===== src/hw/cvs_pkg.sv =====
// Purpose: shared constants, field positions and types for the convolver pin shell
// Assumes: one clock, synchronous active-high srst, host pins sampled on ref_clk
// Notes: host map is byte wide; multi-byte fields are little-endian
`default_nettype none

package cvs_pkg;
    // bus widths, shift stage count and buffer depth
    localparam int DATA_W = 8;
    localparam int CHAIN_W = 22;
    localparam int ADDR_W = 9;
    localparam int HOST_W = 8;
    localparam int SHIFT_STAGES = 3;
    localparam int FIFO_DEPTH = 8;
    localparam int SHAMT_W = 4;

    // reset timing, in clock cycles
    localparam logic [1:0] RST_LOW_CYCLES = 2'h2;
    localparam logic [2:0] POR_CYCLES = 3'h4;

    // host map
    localparam logic [ADDR_W-1:0] ADDR_STATIC_CTRL = 9'h090;
    localparam logic [ADDR_W-1:0] ADDR_POST_CTRL = 9'h0A0;
    localparam logic [ADDR_W-1:0] ADDR_RESULT_B0 = 9'h0B0;
    localparam logic [ADDR_W-1:0] ADDR_RESULT_B1 = 9'h0B1;
    localparam logic [ADDR_W-1:0] ADDR_RESULT_B2 = 9'h0B2;

    // static control fields and reset value
    localparam int SCR_BYPASS_BIT = 1;
    localparam int SCR_CHAIN_OE_BIT = 4;
    localparam int SCR_SHIFT_OE_BIT = 5;
    localparam logic [HOST_W-1:0] SCR_RESET = 8'h00;

    // post-processing control fields and reset value
    localparam int POST_SHAMT_LSB = 0;
    localparam int POST_LEFT_BIT = 4;
    localparam int POST_HALF_BIT = 5;
    localparam int POST_RECT_BIT = 6;
    localparam logic [HOST_W-1:0] POST_RESET = 8'h00;

    // host write commit sequencer
    typedef enum logic {
        WR_IDLE,
        WR_HOLD
    } cvs_wr_state_t;

    // state of the shell apart from the result buffer
    typedef struct packed {
        logic [1:0] rstLowCnt;
        logic [2:0] porCnt;
        logic [HOST_W-1:0] static_control_reg;
        logic [HOST_W-1:0] post;
        cvs_wr_state_t wrState;
        logic [1:0] wrSync;
        logic [HOST_W-1:0] rdData;
        logic [DATA_W-1:0] shiftIn;
        logic [SHIFT_STAGES-1:0][DATA_W-1:0] shiftStage;
        logic [DATA_W-1:0] shiftOut;
        logic [CHAIN_W-1:0] chainIn;
        logic [CHAIN_W-1:0] chainOut;
        logic chainOutVld;
    } cvs_state_t;
endpackage : cvs_pkg

`default_nettype wire


===== src/hw/cvs_shell.sv =====
// Purpose: pin shell of the convolver: shift path, cascade path, host port, reset
// Assumes: all pins synchronous to ref_clk; host holds addr/data while strobing
// Notes: three-state pins are split into value and enable; only the cascade pins are resolved, in the bench's neighbour model
// Functional notes
// - rounding adds half LSB then truncates
// - left shifts never add rounding increment
// - full-wave negates negative, keeps others
// - half-wave zeroes negative, keeps others
// - byte 0 lowest, bit 0 least significant
// - bypass gives exactly two-cycle shift latency
// - fully static, clock may stop anytime
// - pin low two cycles resets control
// - reset leaves datapath and shift contents
// - power-on reset ends after four cycles
// - shift input sampled each edge into chain
// - shift output is last chain stage
// - shift output floats until enable bit
// - cascade input captured each rising edge unless buffer full
// - cascade output driven from a register
// - cascade output floats until enable bit
// - access only with both enables low
// - enable high ignores strobe, floats data
// - write strobe low writes, high reads
// - host access allowed at any time
// - nine-bit address selects the location
// - write stores data, read drives contents
// - unmapped reads zero, unmapped writes dropped
`timescale 1ns/1ps
`default_nettype none

module cvs_fifo #(
    parameter int WIDTH = 22,
    parameter int DEPTH = 8
) (
    // clock and reset
    input wire logic ref_clk,
    input wire logic srst,
    // fill side
    input wire logic wValid,
    output logic wReady,
    input wire logic [WIDTH-1:0] wData,
    // drain side
    output logic rValid,
    input wire logic rReady,
    output logic [WIDTH-1:0] rData
);
    localparam int AW = $clog2(DEPTH);

    typedef struct packed {
        logic [DEPTH-1:0][WIDTH-1:0] mem;
        logic [AW:0] wrPtr;
        logic [AW:0] rdPtr;
    } cvs_fifo_state_t;

    cvs_fifo_state_t stQ;
    cvs_fifo_state_t stD;
    logic full;
    logic empty;

    // flags from pointer compare; extra bit tells full from empty
    assign empty = (stQ.wrPtr == stQ.rdPtr);
    assign full = (stQ.wrPtr[AW] != stQ.rdPtr[AW]) && (stQ.wrPtr[AW-1:0] == stQ.rdPtr[AW-1:0]);
    assign wReady = !full;
    assign rValid = !empty;
    assign rData = stQ.mem[stQ.rdPtr[AW-1:0]];

    // next state: push and pop may happen together
    always_comb
    begin
        stD = stQ;
        if (wValid && !full)
        begin
            stD.mem[stQ.wrPtr[AW-1:0]] = wData;
            stD.wrPtr = stQ.wrPtr + 1'b1;
        end
        if (rReady && !empty)
        begin
            stD.rdPtr = stQ.rdPtr + 1'b1;
        end
        if (srst)
        begin
            stD.wrPtr = '0;
            stD.rdPtr = '0;
        end
    end

    // state register
    always_ff @(posedge ref_clk)
    begin
        stQ <= stD;
    end
endmodule : cvs_fifo

module cvs_shell (
    // clock and reset
    input wire logic ref_clk,
    input wire logic srst,
    // device reset pin
    input wire logic resetPinN,
    // shift path
    input wire logic [cvs_pkg::DATA_W-1:0] shiftDataIn,
    output logic [cvs_pkg::DATA_W-1:0] shiftDataOut,
    output logic shiftDataOe,
    // cascade path
    input wire logic [cvs_pkg::CHAIN_W-1:0] chainDataIn,
    output logic chainInReady,
    output logic [cvs_pkg::CHAIN_W-1:0] chainDataOut,
    output logic chainDataOe,
    output logic chainOutValid,
    input wire logic chainOutReady,
    // host port
    input wire logic hostEnableAN,
    input wire logic hostEnableBN,
    input wire logic hostWriteN,
    input wire logic [cvs_pkg::ADDR_W-1:0] hostAddr,
    input wire logic [cvs_pkg::HOST_W-1:0] hostDataIn,
    output logic [cvs_pkg::HOST_W-1:0] hostDataOut,
    output logic hostDataOe
);
    import cvs_pkg::*;

    cvs_state_t stQ;
    cvs_state_t stD;
    logic ctlRst;
    logic hostSel;
    logic hostRd;
    logic hostWrReq;
    logic signed [CHAIN_W-1:0] localTerm;
    logic signed [CHAIN_W-1:0] scaled;
    logic signed [CHAIN_W-1:0] chainSum;
    logic [CHAIN_W-1:0] pushData;
    logic pushReady;
    logic fifoValid;
    logic [CHAIN_W-1:0] fifoData;
    logic popReady;

    // scale by a shift; only right shifts round, half LSB up then truncate
    function automatic logic signed [CHAIN_W-1:0] cvsScale(
        input logic signed [CHAIN_W-1:0] v,
        input logic [SHAMT_W-1:0] amt,
        input logic left
    );
        logic signed [CHAIN_W:0] ext;
        logic signed [CHAIN_W:0] shr;
        ext = {v[CHAIN_W-1], v};
        shr = ext;
        if (left)
        begin
            return v <<< amt;
        end
        if (amt != '0)
        begin
            ext = ext + ((CHAIN_W+1)'(1) <<< (amt - 1'b1));
            shr = ext >>> amt;
        end
        return shr[CHAIN_W-1:0];
    endfunction : cvsScale

    // remove negatives: full wave negates, half wave zeroes
    function automatic logic signed [CHAIN_W-1:0] cvsRectify(
        input logic signed [CHAIN_W-1:0] v,
        input logic en,
        input logic half
    );
        if (!en || !v[CHAIN_W-1])
        begin
            return v;
        end
        if (half)
        begin
            return '0;
        end
        return -v;
    endfunction : cvsRectify

    // defined host locations; anything else reads zero
    function automatic logic isMapped(input logic [ADDR_W-1:0] a);
        return (a == ADDR_STATIC_CTRL) || (a == ADDR_POST_CTRL) || (a == ADDR_RESULT_B0)
            || (a == ADDR_RESULT_B1) || (a == ADDR_RESULT_B2);
    endfunction : isMapped

    // host decode: both enables low opens the port
    assign hostSel = !hostEnableAN && !hostEnableBN;
    assign hostRd = hostSel && hostWriteN;
    assign hostWrReq = hostSel && !hostWriteN;
    assign hostDataOe = hostRd;
    assign hostDataOut = stQ.rdData;

    // control reset: srst, power-on window, or pin low for two samples
    assign ctlRst = srst || (stQ.porCnt < POR_CYCLES)
        || (!resetPinN && (stQ.rstLowCnt >= (RST_LOW_CYCLES - 2'h1)));

    // pins driven from registers; enables from static control
    assign shiftDataOut = stQ.shiftOut;
    assign shiftDataOe = stQ.static_control_reg[SCR_SHIFT_OE_BIT];
    assign chainDataOut = stQ.chainOut;
    assign chainDataOe = stQ.static_control_reg[SCR_CHAIN_OE_BIT];
    assign chainOutValid = stQ.chainOutVld;

    // local term: shift output widened, scaled, added to cascade, rectified
    assign localTerm = CHAIN_W'(signed'(stQ.shiftOut));
    assign scaled = cvsScale(localTerm, stQ.post[POST_SHAMT_LSB +: SHAMT_W],
        stQ.post[POST_LEFT_BIT]);
    assign chainSum = scaled + signed'(stQ.chainIn);
    assign pushData = cvsRectify(chainSum, stQ.post[POST_RECT_BIT], stQ.post[POST_HALF_BIT]);
    assign chainInReady = pushReady;
    assign popReady = chainOutReady || !stQ.chainOutVld;

    // result buffer between the adder and the cascade output register
    cvs_fifo #(
        .WIDTH(CHAIN_W),
        .DEPTH(FIFO_DEPTH)
    ) cvs_fifo_inst (
        .ref_clk(ref_clk),
        .srst(srst),
        .wValid(1'b1),
        .wReady(pushReady),
        .wData(pushData),
        .rValid(fifoValid),
        .rReady(popReady),
        .rData(fifoData)
    );

    // next state of the shell outside the result buffer; shift and cascade data fields never see reset
    always_comb
    begin
        stD = stQ;
        // power-on counter and pin-low counter
        if (stQ.porCnt < POR_CYCLES)
        begin
            stD.porCnt = stQ.porCnt + 3'h1;
        end
        if (resetPinN)
        begin
            stD.rstLowCnt = '0;
        end
        else if (stQ.rstLowCnt < RST_LOW_CYCLES)
        begin
            stD.rstLowCnt = stQ.rstLowCnt + 2'h1;
        end
        // shift chain: sampled every edge, three stages or bypass
        stD.shiftIn = shiftDataIn;
        stD.shiftStage[0] = stQ.shiftIn;
        for (int i = 1; i < SHIFT_STAGES; i++)
        begin
            stD.shiftStage[i] = stQ.shiftStage[i-1];
        end
        if (stQ.static_control_reg[SCR_BYPASS_BIT])
        begin
            stD.shiftOut = stQ.shiftIn;
        end
        else
        begin
            stD.shiftOut = stQ.shiftStage[SHIFT_STAGES-1];
        end
        // cascade input captured each edge unless the buffer is full
        if (pushReady)
        begin
            stD.chainIn = chainDataIn;
        end
        // cascade output register loads from the buffer head
        if (fifoValid && popReady)
        begin
            stD.chainOut = fifoData;
            stD.chainOutVld = 1'b1;
        end
        else if (chainOutReady)
        begin
            stD.chainOutVld = 1'b0;
        end
        // host read data, refreshed while a read is open
        if (hostRd)
        begin
            case (hostAddr)
                ADDR_STATIC_CTRL: stD.rdData = stQ.static_control_reg;
                ADDR_POST_CTRL: stD.rdData = stQ.post;
                ADDR_RESULT_B0: stD.rdData = stQ.chainOut[7:0];
                ADDR_RESULT_B1: stD.rdData = stQ.chainOut[15:8];
                ADDR_RESULT_B2: stD.rdData = {2'h0, stQ.chainOut[21:16]};
                default: stD.rdData = 8'h00;
            endcase
        end
        // write strobe through two flops before it may touch control
        stD.wrSync = {stQ.wrSync[0], hostWrReq};
        case (stQ.wrState)
            WR_IDLE:
            begin
                if (stQ.wrSync[1])
                begin
                    stD.wrState = WR_HOLD;
                    if (hostAddr == ADDR_STATIC_CTRL)
                    begin
                        stD.static_control_reg = hostDataIn;
                    end
                    else if (hostAddr == ADDR_POST_CTRL)
                    begin
                        stD.post = hostDataIn;
                    end
                end
            end
            WR_HOLD:
            begin
                if (!stQ.wrSync[1])
                begin
                    stD.wrState = WR_IDLE;
                end
            end
            default: stD.wrState = WR_IDLE;
        endcase
        // control reset touches control fields, read data and the cascade valid flag
        if (ctlRst)
        begin
            stD.static_control_reg = SCR_RESET;
            stD.post = POST_RESET;
            stD.wrState = WR_IDLE;
            stD.wrSync = '0;
            stD.rdData = 8'h00;
            stD.chainOutVld = 1'b0;
        end
        if (srst)
        begin
            stD.porCnt = '0;
            stD.rstLowCnt = '0;
        end
    end

    // state register; no gated clock, so a stopped clock only freezes it
    always_ff @(posedge ref_clk)
    begin
        stQ <= stD;
    end
endmodule : cvs_shell

`default_nettype wire


===== config.mk =====
export PLATFORM = sky130hd
export DESIGN_NAME = cvs_shell
export DESIGN_NICKNAME = d
export VERILOG_FILES = /design/src/hw/cvs_pkg.sv /design/src/hw/cvs_shell.sv
export SDC_FILE = /design/constraint.sdc
export NUM_CORES = 1
export LEC_CHECK = 0
export BUFFER_PORTS_ARGS = -buffer_cell sky130_fd_sc_hd__buf_2
export CORE_ASPECT_RATIO = 1.2
export CORE_UTILIZATION = 55
export CTS_CLUSTER_DIAMETER = 200
export DETAILED_ROUTE_END_ITERATION = 6
export GPL_ROUTABILITY_DRIVEN = 0
export PLACE_DENSITY = 0.86
export SLEW_MARGIN = 0
export SYNTH_ARGS = -nofsm -noshare
export SYNTH_HDL_FRONTEND = slang
export SYNTH_HIERARCHICAL = 1
export SYNTH_SLANG_ARGS = --single-unit

===== constraint.sdc =====
create_clock -name ref_clk -period 7.3 [get_ports ref_clk]
set_clock_uncertainty 0.2 [all_clocks]
set_input_delay 1.095 -clock ref_clk [delete_from_list [all_inputs] [get_ports ref_clk]]
set_output_delay 1.095 -clock ref_clk [all_outputs]
set_load 0.01 [all_outputs]

== Word-level counts from Yosys, hierarchy flattened ==
Index checks and enable logic that the tools add are counted.
Cells by class
  reductions and logical operators: 25
  mux-type cells: 23
  $lt $le $gt $ge: 6
  add/sub/neg operators: 8
  bitwise gates (word level): 2
  shift operators: 3
  equal/unequal tests: 8
Operators with widths (count)
  $mux 22: 9
  $bwmux 176: 1
  $bmux 22 s3: 1
  $demux 22 s3: 1
  $eq 9x8->1 const B: 5
  $pmux 8 s5: 1
  $add 8x23->23: 1
  $sshl 2x4->23 const A: 1
  $sshr 23x4->22: 1
  $add 22x22->22: 1
  $neg 22->22: 1
  $sshl 8x4->22: 1
  $logic_not 1->1: 9
  $add 4x1->4 const B: 2
  $lt 3x4->1 const B: 2
  $mux 1: 8
  $mux 8: 1
  $logic_and 1x1->1: 7
  $eq 4x4->1: 1
  $logic_or 1x1->1: 4
  $reduce_and 4->1: 1
  $reduce_bool 4->1: 1
  $sub 4x1->4 const B: 1
  $add 3x1->3 const B: 1
  other kinds (12): 13
Word-level totals
  output and inout port bits: 43
  input bits: 54
  bits in registers: 301
  logic and storage cells: 100

== Longest topological paths before layout ==
Gate-level depths: netlist of the first run.
  depth in word-level cells: 14
  mapped depth: 31
  mapped depth without buffers: 28

== Hierarchy ==
The synthesis of the first run kept the hierarchy.
Modules (own cells, without submodules)
  cvs_shell: instances 1, area an instance 9127.5 µm², sequential area each 2782.7 µm², cells an instance 1082
  cvs_fifo: instances 1, area an instance 7329.5 µm², sequential area each 5445.2 µm², cells an instance 334

== Worst setup path before layout of the first run ==
No wires, ideal clock.
  kind: register -> register
  start point: register stQ[96] (netlist name)
  end point: register cvs_fifo_inst/stQ[116] (netlist name) (data pin)
  period minus slack after synthesis: 7.675 ns
  cell stages (with the launch flop): 28
  arrival: 7.169 ns
  path slack: -0.375 ns
  library setup time: 0.306 ns
  required time: 6.794 ns
  buffers on the path: 5
  path through: dfxtp_1 clkbuf_1 clkbuf_1 buf_1 clkbuf_1 nand2_1 nor2_1 ha_1 buf_6 a21o_1 a211o_1 or4_4 a211oi_4 nor3_2 o31a_1 mux4_2 o2bb2ai_1 o21a_1 ha_1 a211o_1 or3_1 o22ai_2 nor3_1 nor4b_2 nand4bb_1 or4_1 o311ai_1 nand3_1
RTL lines
  to (signal assigned): line cvs_shell.sv:90  | stQ <= stD;
  to (decl): line cvs_shell.sv:55  | cvs_fifo_state_t stQ;

==> results of run 1 <==
==> registers in the layout, indices dropped and copies added, names as in the netlist <==
name and cells:
chainDataOut 22, chainDataOe 1, stD 24, cvs_fifo_inst/stQ 184
chainOutValid 1, hostDataOut 8, stQ 52, shiftDataOe 1
shiftDataOut 8
==> through the flow <==
| step | worst slack, ps | instance area, sq um |
|---|---|---|
| after global routing | -199 | 18500 |
| final | 93.5 | 18500 |
| after detailed placement | 28.7 | 17300 |
| after global placement | 265 | 17300 |
| after floorplan | 15.0 | 16500 |
| after CTS | 27.6 | 18300 |
==> layout make-up <==
cell class | count | area, sq um | area share
Sequential cell | 301 | 8230 | 0.445
Multi-Input combinational cell | 973 | 7640 | 0.413
Timing Repair Buffer | 172 | 1070 | 0.0576
Clock buffer | 40 | 807 | 0.0436
Tap cell | 390 | 488 | 0.0263
Clock inverter | 14 | 155 | 0.00838
Inverter | 33 | 124 | 0.00669
Antenna cell | 1 | 2.50 | 0.000135
==> power by group through the flow <==
| stage | clock [mW] | combinational (mW) | sequential (mW) |
|---|---|---|---|
| after floorplan | 0 | 0.897 | 2.14 |
| after global placement | 0 | 1.06 | 2.21 |
| after detailed placement | 0 | 1.11 | 2.21 |
| after CTS | 1.54 | 1.14 | 2.18 |
| after global routing | 1.61 | 1.25 | 2.19 |
| final | 1.53 | 1.18 | 2.19 |
==> cells in the final DEF (no fill, tap or decap), types with 14 or more instances in the layout <==
master / instances
dfxtp_1: 76
buf_2: 96
mux4_2: 49
xnor2_1: 15
o21ai_0: 56
nand2b_1: 17
ha_1: 43
a31oi_1: 14
nor2_1: 122
clkbuf_16: 29
edfxtp_1: 220
buf_4: 74
mux2_2: 37
nand3_1: 34
nand2_1: 87
inv_1: 31
mux2i_1: 37
nor3_1: 31
a21oi_1: 77
==> worst reg2reg max path, stage by stage (launching register included) <==
cell and delay, ps:
dfxtp_1 390, clkinv_1 170, nand2_2 160, nor2_1 70
ha_1 310, a21o_1 220, and4_2 250, or4_4 570
a211oi_4 300, o21ai_0 150, and4_1 270, a2111oi_2 400
a31oi_1 70, o21ai_1 240, ha_2 360, o211a_1 270
a221o_1 380, a211o_1 300, a21o_1 180, and3b_1 170
o21ai_1 130, buf_4 170, mux2i_1 120, buf_12 190
or4_1 570, o211ai_1 310
==> final timing paths <==
| check | from | to | slack, ps | cells after the start |
|---|---|---|---|---|
| setup / recovery | stQ[99] | cvs_fifo_inst/stQ[166] | 90 | 25 |
| hold / removal | stD[64] | stD[72] | 120 | 0 |
| setup reg to reg | stQ[99] | cvs_fifo_inst/stQ[166] | 90 | 25 |
| hold reg to reg | stD[64] | stD[72] | 120 | 0 |
==> repair_timing <==
item	in CTS	in global routing
buffers inserted	0	8
pin swaps	0	15
gates resized for setup	4	42
setup endpoints to repair	32	176
gates cloned	0	0
==> cells by family (layout without fill, tap and decap cells) <==
| kind of cell | after synthesis | count (layout) |
|---|---|---|
| compound gates | 341 | 341 |
| xor+xnor | 29 | 29 |
| fa+ha+maj | 46 | 46 |
| buf+inv | 146 | 259 |
| flops | 301 | 301 |
| mux | 128 | 128 |
| other cells | 1 | 6 |
| simple gates | 424 | 424 |
==> per-layer routing <==
| layer | wire (um) | part of all wire | vias to the layer above |
|---|---|---|---|
| li1 | - | - | 5623 |
| met5 | 0 | 0 | - |
| met1 | 16000 | 0.35 | 6182 |
| met2 | 22200 | 0.48 | 972 |
| met3 | 4400 | 0.095 | 271 |
| met4 | 3510 | 0.076 | 0 |
==> reports/qor.yml, run 1 <==
synthesis:
  netlist.top_cell.by_area: "edfxtp_1"
  synth_top_flop_cell: "edfxtp_1"
  async_flop_share: 0
  synth_area_leaders: "edfxtp_1 40%, dfxtp_1 9.9%, mux4_2 6.7%"
  synth_edf_count: 220
  muxShareOfSynthArea: 0.119
  syn_avg_cell_area_sq_um: 11.6
  synth-seq-area-share: 0.500
  yosysWarnings: 6
  synth-compound-area-share: 0.144
  synth_xor_area_frac: 0.0154
  synth_cell_types: 98
  syn_area_sq_um: 16500
  synth_top_area_share: 0.401
  synth_top_family_by_area: "compound AO/OA/AOI/OAI gates"
  ys_seq_elements: 301
  synthTopCellsByCount: "220 x edfxtp_1, 123 x nor2_1, 88 x nand2_1"
  synthAdderAreaFrac: 0.0359
  synthSimpleGateAreaFrac: 0.134
  synthCells: 1416
  synth.most_common_cell: "edfxtp_1"
timing:
  max_clock_freq_mhz: 139
  slew_viol_final: 0
  finalSetupTns_ps: 0
  slew_headroom: 0.170
  finalHoldViolCount: 0
  setup_viol: 0
  holdWs_ps: 122
  finalCriticalPeriod_ps: 7210
  finalCritPeriodShare: 0.987
  worstMarginPinSlew_ps: 1250
critical_path:
  path_class: "register to register"
  worst-path-buf-inv: 3
  cp_max_fo: 25
  worstPathArrival_ps: 7310
  cpMaxStageDelayCell: "or4_4"
  critical-path-top-delay-family: "compound AO/OA/AOI/OAI gates"
  worstSetupEndpointType: "register"
  crit_path_max_incr_delay_ps: 560
  critPathRequiredTime_ps: 7400
  critPathLaunchType: "register"
die:
  ios: 97
  start_util: 0.557
  row_count: 69
  coreArea_sq_um: 29500
  die_width_um: 160
  die_y_um: 191
  die_area_sq_um: 30600
final_layout:
  fill_cells: 2102
  syn_to_final_growth_pct: 12.6
  final_util: 0.627
  nets: 1610
  stdcell_count: 1924
  layout-drive-gt1-share: 0.254
power_and_ir_drop:
  p_int_mw: 3.43
  p_total_mw: 4.90
  peakVddDrop_v: 0.000231
  p_clk_frac: 0.313
  swShare: 0.301
  p_per_area_nw_per_um2: 265
  p_leak_nw: 6.93
  combPwrFrac: 0.241
  p_switching_mw: 1.47
  p_seq_frac: 0.446
cts:
  ctsHoldBuffers: 0
  cts_made_buffers: 29
  clockRootBuffer: "clkbuf_16"
  cts_tree: "built"
  clk_latency_ps: 590
  ctsHtreeMaxLevel: 1
  clkSinkCount: 301
  cts_max_path_buffers: 3
  clk_pin_slew_ps: 70
outcome:
  violations: "design-rule violations"
  status: "finished, violations left"
global_route:
  grt_pass1_vias: 12500
  grt.overflow.total: 0
  grt_use_met2: 0.508
  grt-busiest-layer: "met2"
  grt_use_met1: 0.342
  met3_usage: 0.0514
  grt_pass1_wl_um: 69800
  track_usage: 0.296
  antenna_found_initial: 0
  grt_start_max_net_pins: 50
routing:
  via_per_inst: 6.78
  drc: 55
  wirelength_um: 46100
  dr.pass1.iters: 7
  num_vias: 13000
  drt_iter0_drc: 1883
  routedWlPerCell_um: 24.0
  drtAntennaViolNets: 0
place:
  post-place-cells: 1861
  post-dp-hpwl_um: 30600
  port_buffers: 96
worst_hold_path:
  hold_path_class: "register to register"
job:
  cap_violations: 0
No activity file was read; power rests on OpenSTA's default activity.
==> inputs of run 2 (changes only) <==
- ABC_AREA: unset -> 1
==> reports/qor.yml, run 2 <==
synthesis:
  synthAdderAreaFrac: 0.0356
  synth-compound-area-share: 0.106
  synthSimpleGateAreaFrac: 0.261
  async_flop_share: 0
  synth_cell_types: 58
  netlist.top_cell.by_area: "edfxtp_1"
  synthTopCellsByCount: "521 x nand2_1, 236 x nor2_1, 220 x edfxtp_1"
  synth_top_flop_cell: "edfxtp_1"
  muxShareOfSynthArea: 0.00181
  synth_top_area_share: 0.399
  syn_avg_cell_area_sq_um: 8.21
  synth_top_family_by_area: "simple AND/OR/NAND/NOR gates"
  yosysWarnings: 6
  ys_seq_elements: 301
  synth.most_common_cell: "nand2_1"
  synth_xor_area_frac: 0.0158
  syn_area_sq_um: 16600
  synthCells: 2019
  synth_area_leaders: "edfxtp_1 40%, nand2_1 12%, dfxtp_1 9.8%"
  synth_edf_count: 220
  synth-seq-area-share: 0.497
cts:
  clockRootBuffer: "clkbuf_16"
  cts_resized: 0
  ctsHtreeMaxLevel: 1
  cts_made_buffers: 29
  cts_max_path_buffers: 3
  clk_latency_ps: 570
  clkSinkCount: 301
  clk_pin_slew_ps: 60
  postCtsSetupBuffers: 0
  ctsHoldBuffers: 0
  cts_tree: "built"
worst_hold_path:
  hold_path_startpoint: "stD[74]"
  whs_path_depth: 0
  hold_path_class: "register to register"
  min_to: "stQ[74]"
critical_path:
  crit_path_max_incr_delay_ps: 400
  path_class: "register to register"
  worstPathArrival_ps: 6700
  cpMostUsedCell: "nand2_1"
  rr_endpoint: "cvs_fifo_inst/stQ[176]"
  rr_worst_depth: 37
  r2r-start: "stQ[96]"
  cpMaxStageDelayCell: "ha_1"
  critPathRequiredTime_ps: 7340
  critPathLaunchType: "register"
  worstSetupEndpointType: "register"
  critical-path-top-delay-family: "simple AND/OR/NAND/NOR gates"
  cp_max_fo: 31
  worst-path-buf-inv: 7
  ff2ff_setup_slack_ps: 640
routing:
  num_vias: 14700
  via_per_inst: 5.95
  drtAntennaViolNets: 0
  routedWlPerCell_um: 18.0
  dr.pass1.iters: 7
  wirelength_um: 44400
  drt_iter0_drc: 1896
  drc: 23
global_route:
  grt_pass1_vias: 13700
  grt_start_max_net_pins: 95
  grt.overflow.total: 0
  grt_pass1_wl_um: 69300
  track_usage: 0.284
  antenna_found_initial: 0
power_and_ir_drop:
  p_clk_frac: 0.315
  swShare: 0.329
  p_int_mw: 3.30
  peakVddDrop_v: 0.000254
  p_switching_mw: 1.62
  p_per_area_nw_per_um2: 272
  p_seq_frac: 0.434
  p_leak_nw: 7.76
  combPwrFrac: 0.251
  p_total_mw: 4.91
outcome:
  status: "finished, violations left"
  violations: "design-rule violations"
timing:
  worstMarginPinSlew_ps: 998
  holdWs_ps: 119
  max_clock_freq_mhz: 150
  finalCriticalPeriod_ps: 6660
  setup_viol: 0
  finalHoldViolCount: 0
  finalSetupTns_ps: 0
  rsz0062_at_grt: "no"
  slew_headroom: 0.335
  finalCritPeriodShare: 0.912
  setup_slack_ps: 644
  slew_viol_final: 0
final_layout:
  final_util: 0.610
  regMostFlops: "cvs_fifo_inst/stQ"
  layout-drive-gt1-share: 0.0976
  antenna_cells: 0
  layout_common_cells: "521 x nand2_1, 233 x nor2_1, 220 x edfxtp_1, 193 x nand3_1, 178 x inv_1"
  nets: 2156
  layout_commonest_cell: "nand2_1"
  largest_reg_flops: 184
  syn_to_final_growth_pct: 9.07
die:
  start_util: 0.560
  coreArea_sq_um: 29600
  ios: 97
  die_area_sq_um: 30800
  die_width_um: 160
  row_count: 69
  die_y_um: 192
place:
  port_buffers: 96
  dp_slack_ps: 844
  post-dp-hpwl_um: 30000
job:
  cap_violations: 0
## run 2: worst register-to-register path: cells and delay by family (launching register included)
family	cells	cell delay, ps
adder cells (fa/ha/maj)	2	790
XOR/XNOR	1	230
buffers and inverters	7	860
flip-flops	1	320
AND/OR/NAND/NOR	24	3370
AO/OA/AOI/OAI	3	540
## run 2: metal layers
metal,track usage,up-vias,wire length (um)
met4,0.177,0,2610
met5,0,-,0
li1,-,6850,-
met2,0.482,967,20900
met3,0.0352,205,4630
met1,0.347,6665,16200
## run 2: cells by family after synthesis
kind of cell	after synthesis
and+or+nand+nor	1025
AOI/OAI and AO/OA	312
buffers and inverters	302
DFF	301
adders and majority gates	46
xor gates and xnor gates	29
muxes	3
other	1
## run 2: cell type report
type                    instances  area (sq um)
clock buffers                  37           797
clock inverters                17           201
fillers                      2359         11500
inverters                     189           713
multi-input cells            1422          7040
flip-flops and latches        301          8230
well taps                     390           488
repair buffers                113           608
## run 2: how the worst max path moves through the flow
stage | start | to | slack, ps | cells after the start
global route | stQ[96] | cvs_fifo_inst/stQ[68] | 110 | 37
floorplan | stQ[98] | cvs_fifo_inst/stQ[105] | 1860 | 38
finish | stQ[96] | cvs_fifo_inst/stQ[176] | 640 | 37
detailed placement | stQ[96] | cvs_fifo_inst/stQ[8] | 840 | 34
global placement | stQ[96] | cvs_fifo_inst/stQ[52] | 1010 | 37
CTS | stQ[96] | cvs_fifo_inst/stQ[154] | 800 | 34
## run 2: power by group through the flow
stage	registers [mW]	clock network [mW]	logic, mW
after CTS	2.13	1.56	1.19
final	2.14	1.55	1.23
after floorplan	2.13	0	0.932
after global placement	2.17	0	1.14
after global routing	2.14	1.62	1.34
after detailed placement	2.17	0	1.18
## run 2: per-stage QoR
stage,area (sq um),instances
2_1_floorplan,16600,2025
3_3_place_gp,17100,2415
3_5_place_dp,17100,2415
4_1_cts,18100,2469
5_1_grt,18100,2469
6_report,18100,2469
